$ cat config.mk
export PLATFORM = sky130hd
export DESIGN_NAME = frx_exec
export DESIGN_NICKNAME = d
export VERILOG_FILES = /design/src/core/frx_pkg.sv /design/src/core/frx_exec.sv
export SDC_FILE = /design/constraint.sdc
export NUM_CORES = 1
export LEC_CHECK = 0
export BUFFER_PORTS_ARGS = -buffer_cell sky130_fd_sc_hd__buf_2
export CAP_MARGIN = 25
export CORE_ASPECT_RATIO = 0.5
export CORE_MARGIN = 1.5
export CORE_UTILIZATION = 50
export DETAILED_ROUTE_END_ITERATION = 6
export GPL_TIMING_DRIVEN = 1
export PLACE_DENSITY_LB_ADDON = 0.1
export SLEW_MARGIN = 20
export SYNTH_ARGS = -nofsm -noshare
export SYNTH_HDL_FRONTEND = slang
export SYNTH_SLANG_ARGS = --single-unit
$ cat constraint.sdc
create_clock -name clk_sys -period 5.4 [get_ports clk_sys]
set_input_delay 1.08 -clock clk_sys [delete_from_list [all_inputs] [get_ports clk_sys]]
set_output_delay 1.08 -clock clk_sys [all_outputs]
set_load 0.005 [all_outputs]
$ cat src/core/frx_pkg.sv
// Constants and types shared by the file-register execute block
package frx_pkg;

  // ***************************************************************
  // Widths
  // ***************************************************************
  localparam int unsigned FRX_DATA_W  = 8;
  localparam int unsigned FRX_INSTR_W = 12;
  localparam int unsigned FRX_ADDR_W  = 5;
  localparam int unsigned FRX_PC_W    = 11;
  localparam int unsigned FRX_BR_W    = 9;
  localparam int unsigned FRX_PAGE_W  = 2;

  // ***************************************************************
  // Instruction fields
  // ***************************************************************
  localparam int unsigned FRX_F_LSB    = 0;
  localparam int unsigned FRX_F_MSB    = 4;
  localparam int unsigned FRX_DEST_BIT = 5;
  localparam int unsigned FRX_K_MSB    = 7;
  localparam int unsigned FRX_BR_MSB   = 8;
  localparam int unsigned FRX_OP6_LSB  = 6;
  localparam int unsigned FRX_OP4_LSB  = 8;
  localparam int unsigned FRX_OP3_LSB  = 9;

  // Opcode patterns, matched on the upper instruction bits
  localparam logic [5:0] FRX_OP_COMPLEMENT = 6'h09;
  localparam logic [5:0] FRX_OP_DECREMENT  = 6'h03;
  localparam logic [5:0] FRX_OP_DEC_SKIP   = 6'h0B;
  localparam logic [5:0] FRX_OP_INCREMENT  = 6'h0A;
  localparam logic [5:0] FRX_OP_INC_SKIP   = 6'h0F;
  localparam logic [5:0] FRX_OP_OR_REG     = 6'h04;
  localparam logic [3:0] FRX_OP_OR_LIT     = 4'hD;
  localparam logic [2:0] FRX_OP_BRANCH     = 3'h5;

  // ***************************************************************
  // Reset values and constants
  // ***************************************************************
  localparam logic [FRX_DATA_W-1:0] FRX_ACC_RST  = 8'h00;
  localparam logic [FRX_DATA_W-1:0] FRX_ONE      = 8'h01;
  localparam logic [FRX_DATA_W-1:0] FRX_ZERO     = 8'h00;
  localparam logic                  FRX_DEST_ACC = 1'b0;

  // ***************************************************************
  // Execution state
  // ***************************************************************
  typedef enum logic [0:0] {
    FRX_ST_RUN   = 1'b0,
    FRX_ST_FLUSH = 1'b1
  } frx_state_e;

endpackage

$ cat src/core/frx_exec.sv
// Execute stage for complement, inc/dec (with skip), OR and branch instructions
`timescale 1ns/10ps

// Summary of operation
// - A destination bit of zero sends the result to the accumulator, one sends it back to file register 0 to 31.
// - Complement inverts the file register, routes by destination bit and updates the zero flag.
// - Decrement subtracts one from the file register, routes by destination bit and updates the zero flag.
// - Decrement-and-skip subtracts one, routes by destination bit and leaves the flags alone.
// - A zero decrement-and-skip result turns the prefetched next instruction into a no-operation.
// - Increment adds one to the file register, routes by destination bit and updates the zero flag.
// - Increment-and-skip adds one, routes by destination bit and leaves the flags alone.
// - A zero increment-and-skip result turns the prefetched next instruction into a no-operation.
// - Branch loads its 9-bit immediate into counter bits 8:0 and page bits 6:5 into counter bits 10:9.
// - Branch is always taken, leaves flags alone and takes two cycles.
// - OR-with-literal ORs the accumulator with an 8-bit literal into the accumulator and updates zero.
// - OR-with-register ORs accumulator with file register, routes by destination bit, updates zero.
module frx_exec
  import frx_pkg::*;
#(
  parameter int unsigned DATA_W = FRX_DATA_W
) (
  input  wire logic                  clk_sys,
  input  wire logic                  srst,
  input  wire logic                  instr_valid,
  input  wire logic [FRX_INSTR_W-1:0] instr,
  input  wire logic [DATA_W-1:0]     file_rdata,
  input  wire logic [FRX_PAGE_W-1:0] status_page,
  output logic      [DATA_W-1:0]     acc_reg,
  output logic                       zero_reg,
  output logic                       file_we_reg,
  output logic      [FRX_ADDR_W-1:0] file_addr_reg,
  output logic      [DATA_W-1:0]     file_wdata_reg,
  output logic                       pc_load_reg,
  output logic      [FRX_PC_W-1:0]   pc_target_reg,
  output logic                       squash_reg
);

  // ***************************************************************
  // Elaboration checks
  // ***************************************************************
  // Opcodes carry an 8-bit literal and the zero flag is an 8-bit test
  if (DATA_W != FRX_DATA_W) begin : g_bad_width
    $error("frx_exec: DATA_W must equal 8");
  end

  // The field positions below must tile the instruction word without gaps
  if (FRX_F_MSB - FRX_F_LSB + 1 != FRX_ADDR_W) begin : g_bad_faddr
    $error("frx_exec: file address field does not match FRX_ADDR_W");
  end

  if (FRX_K_MSB + 1 != DATA_W) begin : g_bad_literal
    $error("frx_exec: literal field does not match DATA_W");
  end

  if (FRX_BR_MSB + 1 != FRX_BR_W) begin : g_bad_br_field
    $error("frx_exec: branch field does not match FRX_BR_W");
  end

  if (FRX_BR_W + FRX_PAGE_W != FRX_PC_W) begin : g_bad_pc_width
    $error("frx_exec: branch target does not fill the program counter");
  end

  if (FRX_INSTR_W - FRX_OP6_LSB != 6) begin : g_bad_op6
    $error("frx_exec: six-bit opcode field misplaced");
  end

  if (FRX_INSTR_W - FRX_OP4_LSB != 4) begin : g_bad_op4
    $error("frx_exec: four-bit opcode field misplaced");
  end

  if (FRX_INSTR_W - FRX_OP3_LSB != 3) begin : g_bad_op3
    $error("frx_exec: three-bit opcode field misplaced");
  end

  if (FRX_DEST_BIT <= FRX_F_MSB || FRX_DEST_BIT >= FRX_OP6_LSB) begin : g_bad_dest
    $error("frx_exec: destination bit overlaps another field");
  end

  // The branch and OR-literal opcodes must not alias, or one word would decode twice
  if (FRX_OP_BRANCH == FRX_OP_OR_LIT[3:1]) begin : g_bad_alias
    $error("frx_exec: branch and OR-literal opcodes alias");
  end

  // ***************************************************************
  // Decode
  // ***************************************************************
  frx_state_e state_reg;
  frx_state_e state_next;

  wire logic [5:0]            op6      = instr[FRX_INSTR_W-1:FRX_OP6_LSB];
  wire logic [3:0]            op4      = instr[FRX_INSTR_W-1:FRX_OP4_LSB];
  wire logic [2:0]            op3      = instr[FRX_INSTR_W-1:FRX_OP3_LSB];
  wire logic [FRX_ADDR_W-1:0] f_addr   = instr[FRX_F_MSB:FRX_F_LSB];
  wire logic                  dest_bit = instr[FRX_DEST_BIT];
  wire logic [DATA_W-1:0]     literal  = instr[FRX_K_MSB:0];
  wire logic [FRX_BR_W-1:0]   br_imm   = instr[FRX_BR_MSB:0];

  // The instruction slot after a skip or branch is consumed as a no-operation
  wire logic exec_en = instr_valid && (state_reg == FRX_ST_RUN);

  wire logic is_com    = exec_en && (op6 == FRX_OP_COMPLEMENT);
  wire logic is_dec    = exec_en && (op6 == FRX_OP_DECREMENT);
  wire logic is_decsz  = exec_en && (op6 == FRX_OP_DEC_SKIP);
  wire logic is_inc    = exec_en && (op6 == FRX_OP_INCREMENT);
  wire logic is_incsz  = exec_en && (op6 == FRX_OP_INC_SKIP);
  wire logic is_or_reg = exec_en && (op6 == FRX_OP_OR_REG);
  wire logic is_or_lit = exec_en && (op4 == FRX_OP_OR_LIT);
  wire logic is_branch = exec_en && (op3 == FRX_OP_BRANCH);

  // ***************************************************************
  // Arithmetic and logic results
  // ***************************************************************
  logic [DATA_W-1:0] res_com;

  // Complement is one inverter per data bit
  for (genvar b = 0; b < DATA_W; b++) begin : g_com
    assign res_com[b] = ~file_rdata[b];
  end

  // Limitation: file_rdata comes straight from the file, so a write issued
  // in one cycle is not seen by a read of the same register in the next;
  // the surrounding core must forward file_wdata_reg for that case.
  wire logic [DATA_W-1:0] res_dec  = file_rdata - FRX_ONE;
  wire logic [DATA_W-1:0] res_inc  = file_rdata + FRX_ONE;
  wire logic [DATA_W-1:0] res_orf  = acc_reg | file_rdata;
  wire logic [DATA_W-1:0] res_orl  = acc_reg | literal;

  wire logic [DATA_W-1:0] result =
      is_com                 ? res_com :
      (is_dec || is_decsz)   ? res_dec :
      (is_inc || is_incsz)   ? res_inc :
      is_or_reg              ? res_orf :
      res_orl;

  wire logic result_zero = (result == FRX_ZERO);

  // Instructions that carry a destination bit
  wire logic has_dest   = is_com   ||
                          is_dec   ||
                          is_decsz ||
                          is_inc   ||
                          is_incsz ||
                          is_or_reg;
  wire logic to_file    = has_dest && (dest_bit != FRX_DEST_ACC);
  wire logic to_acc     = (has_dest && (dest_bit == FRX_DEST_ACC)) || is_or_lit;
  // Skip forms and branch leave the flags untouched
  wire logic z_update   = is_com    ||
                          is_dec    ||
                          is_inc    ||
                          is_or_reg ||
                          is_or_lit;
  wire logic skip_hit   = (is_decsz || is_incsz) && result_zero;
  wire logic [FRX_PC_W-1:0] br_target = {status_page, br_imm};

  // ***************************************************************
  // Next register values
  // ***************************************************************
  // Registers hold unless their own instruction selects them
  wire logic [DATA_W-1:0] acc_next   = to_acc ? result : acc_reg;
  wire logic              zero_next  = z_update ? result_zero : zero_reg;
  wire logic              flush_next = (state_next == FRX_ST_FLUSH);

  // ***************************************************************
  // Sequencing
  // ***************************************************************
  always_comb begin
    state_next = state_reg;
    unique case (state_reg)
      FRX_ST_RUN: begin
        if (skip_hit || is_branch) begin
          state_next = FRX_ST_FLUSH;
        end
      end
      FRX_ST_FLUSH: begin
        // Hold until the prefetched instruction actually arrives to be dropped
        if (instr_valid) begin
          state_next = FRX_ST_RUN;
        end
      end
    endcase
  end

  always_ff @(posedge clk_sys) begin
    if (srst) begin
      state_reg <= FRX_ST_RUN;
    end else begin
      state_reg <= state_next;
    end
  end

  // ***************************************************************
  // Accumulator and zero flag
  // ***************************************************************
  always_ff @(posedge clk_sys) begin
    if (srst) begin
      acc_reg  <= FRX_ACC_RST;
      zero_reg <= 1'b0;
    end else begin
      acc_reg  <= acc_next;
      zero_reg <= zero_next;
    end
  end

  // ***************************************************************
  // File write port, branch target and squash indication
  // ***************************************************************
  always_ff @(posedge clk_sys) begin
    if (srst) begin
      file_we_reg    <= 1'b0;
      file_addr_reg  <= '0;
      file_wdata_reg <= FRX_ZERO;
      pc_load_reg    <= 1'b0;
      pc_target_reg  <= '0;
      squash_reg     <= 1'b0;
    end else begin
      file_we_reg <= to_file;
      pc_load_reg <= is_branch;
      squash_reg  <= flush_next;
      if (to_file) begin
        file_addr_reg  <= f_addr;
        file_wdata_reg <= result;
      end
      if (is_branch) begin
        pc_target_reg <= br_target;
      end
    end
  end

endmodule

==> metrics.yaml <==
hold_path:
  min_path_type: "reg2reg"
  hold_start: "file_addr_reg[1]$_SDFFE_PP0P_"
critical_path:
  path_cells: "buf_2 > or4b_1 > or4_1 > a31oi_1 > o31ai_1 > a211oi_2 > nand4_1 > a31oi_1"
  worst-setup-path-type: "in2reg"
  cp.required_ps: 5590
  cp-start-kind: "input port"
  cp_num_buf_inv: 1
  path_max_fanout: 15
  slowest_delay_ps: 780
  crit_top_cell: "a31oi_1"
  crit_arrival_ps: 3540
  crit_slowest_cell: "or4b_1"
  worst_setup_path_end_kind: "register"
  crit_start: "instr[11]"
  cpLargestDelayFamily: "simple AND/OR/NAND/NOR gates"
  r2r_start: "squash_reg$_SDFF_PP0_"
global_route:
  grt_max_degree: 37
  grt_overflow: 0
  antenna_found_initial: 0
  grt_pass1_wl_mm: 9.87
  grt_pass1_vias: 1928
  track_usage_pct: 27.2
finish:
  stdcell_area_um2: 2550
  drive_gt1_share_pct: 23.3
  diodes: 0
  fin_nets: 343
  largest_reg_flops: 11
  area_growth_pct: 19.1
yosys:
  synthArstFlopShare_pct: 0
  syn_inst: 267
  synth_edf_count: 0
  syn_nets: 294
  synth_top_area_share_pct: 33.7
  synthFlopType: "dfxtp_1"
  yosysWarnings: 0
  ys_top_cells_by_area: "dfxtp_1, mux2i_1, nor2_1"
  ys_seq_area_share_pct: 33.7
  synth_area_leader_cell: "dfxtp_1"
  syn_area_um2: 2140
  syn_avg_cell_area_um2: 8.01
  synth_cell_types: 54
  synth_seq_cells: 36
floorplan:
  core_area_um2: 4000
  die-width_um: 95.5
  fp-row-count: 16
  initial_core_util_pct: 53.4
  io_pins: 61
  dieArea_um2: 4700
  die_h_um: 49.2
sta:
  grt_setup_unrepaired: "no"
  slew_viol_final: 0
  finalSetupTns_ps: 0
  hold_viol: 0
  fmax_mhz: 298
  post-route-min-period_ps: 3350
  fin_crit_sh_pct: 62.1
  worst-slew-pin-transition_ps: 917
  slew_headroom_pct: 38.5
  clock_skew_ps: 6.08
  setup_viol: 0
route:
  drt-vias-per-instance: 6.14
  vias: 2279
  drt_iter0_drc: 204
  ant_nets: 0
  routed_wirelength_mm: 6.31
  drtPass1Iterations: 5
  drc_errors: 0
  wl_per_cell_um: 17.0
run_status:
  status: "finished, final reports clean"
power:
  p_per_area_nw_per_um2: 235
  power_leakage_uw: 0.00109
  vdd_drop_max_uv: 117
clock_tree:
  clk_pin_slew_worst_paths_ps: 70
  cts_tree: "built"
  post_cts_buffers: 0
  clk_path_buf_depth: 2
  cts_resized: 0
  clk_latency_ps: 280
  numClockSinks: 36
  cts_inserted_buffers: 5
  htree_levels: 2
  postCtsHoldBufs: 0
  cts_root_buf: "clkbuf_8"
flow_run:
  cap_violations: 0
placed_design:
  globalplace.congestion: 0.945
  dpl.hpwl_mm: 4.67
  io_buffers: 60
  place_area_um2: 2440
cells by family after synthesis:
logic type / Yosys count / synth area share [%]
multiplexers: 15 / 7.02
buffers and inverters: 24 / 4.51
AO/OA/AOI/OAI: 65 / 20.7
AND/OR/NAND/NOR: 119 / 30.5
flip-flops: 36 / 33.7
XOR/XNOR: 6 / 2.46
adder cells (fa/ha/maj): 2 / 1.17
Yosys cell counts (all sizes together), types with 3 or more instances:
master,count
nand2b,4
mux2i,15
buf,7
nor3,6
nand3,11
nor4b,4
nand2,25
a21oi,19
nand4bb,3
nand3b,4
o31ai,5
dfxtp,36
a31oi,4
o21ai,7
inv,5
nand4,4
a211oi,12
clkbuf,12
xnor2,6
nor2,33
nor4,3
and3,6
report_power, final:
part | total (µW) | switching (µW) | internal (µW)
registers | 276 | 4.64 | 271
logic | 94.6 | 58.5 | 36.0
clock network | 229 | 92.3 | 137
tightest hold or removal path: stages (launching register included):
cell and delay [ps]:
dfxtp_1 310, nand2_1 50, a21oi_1 50
layout by cell type (no fill, tap or decap), drive strengths merged, types with 2 or more instances in the layout:
cell type / n
o22ai: 2
nand3: 11
or4b: 2
nor4b: 4
buf: 61
a21oi: 19
nand2: 25
nand2b: 4
nand4bb: 3
and4: 2
o31ai: 5
nand4: 4
mux2i: 15
clkbuf: 5
and3: 6
nor4bb: 2
a31oi: 4
nand4b: 2
nand3b: 4
a41oi: 2
o21ai: 7
a2111oi: 2
nor2: 33
and3b: 2
o211ai: 2
nor3: 6
a211oi: 12
inv: 5
dfxtp: 36
nor4: 3
xnor2: 6
ha: 2
per-layer routing:
layer  global-route usage, %  up-vias  wire length (µm)
met3                    3.27        2               472
met4                    4.41        0                20
li1                        -     1094                 -
met1                    42.6     1081              3100
met2                    39.8      102              2720
met5                       0        -                 0
worst paths after layout:
kind / slack (ps) / cells after the start / endpoint
worst max-delay path: 2050 / 8 / squash_reg$_SDFF_PP0_
worst min-delay path: 460 / 2 / file_addr_reg[1]$_SDFFE_PP0P_
worst max register to register: 2630 / 7 / squash_reg$_SDFF_PP0_
worst min register to register: 460 / 2 / file_addr_reg[1]$_SDFFE_PP0P_
cell type report:
cell class	instances	area (µm²)
inverters	5	18.8
repair buffers	61	308
flip-flops and latches	36	721
fillers	378	1460
multi-input cells	207	1320
well taps	54	67.6
clock buffers	5	68.8
clock inverters	3	42.5
per-stage QoR:
step	power (µW)	utilization, %	std cells	setup WS [ps]	hold WS, ps
3_5_place_dp	374	60.8	363	1810	447
5_1_grt	625	63.6	371	1910	482
3_3_place_gp	372	60.8	363	1830	442
2_1_floorplan	339	-	267	2400	453
6_report	599	63.6	371	2050	456
4_1_cts	600	63.6	371	2100	457
Note: power is estimated with default switching activity, not from simulation.
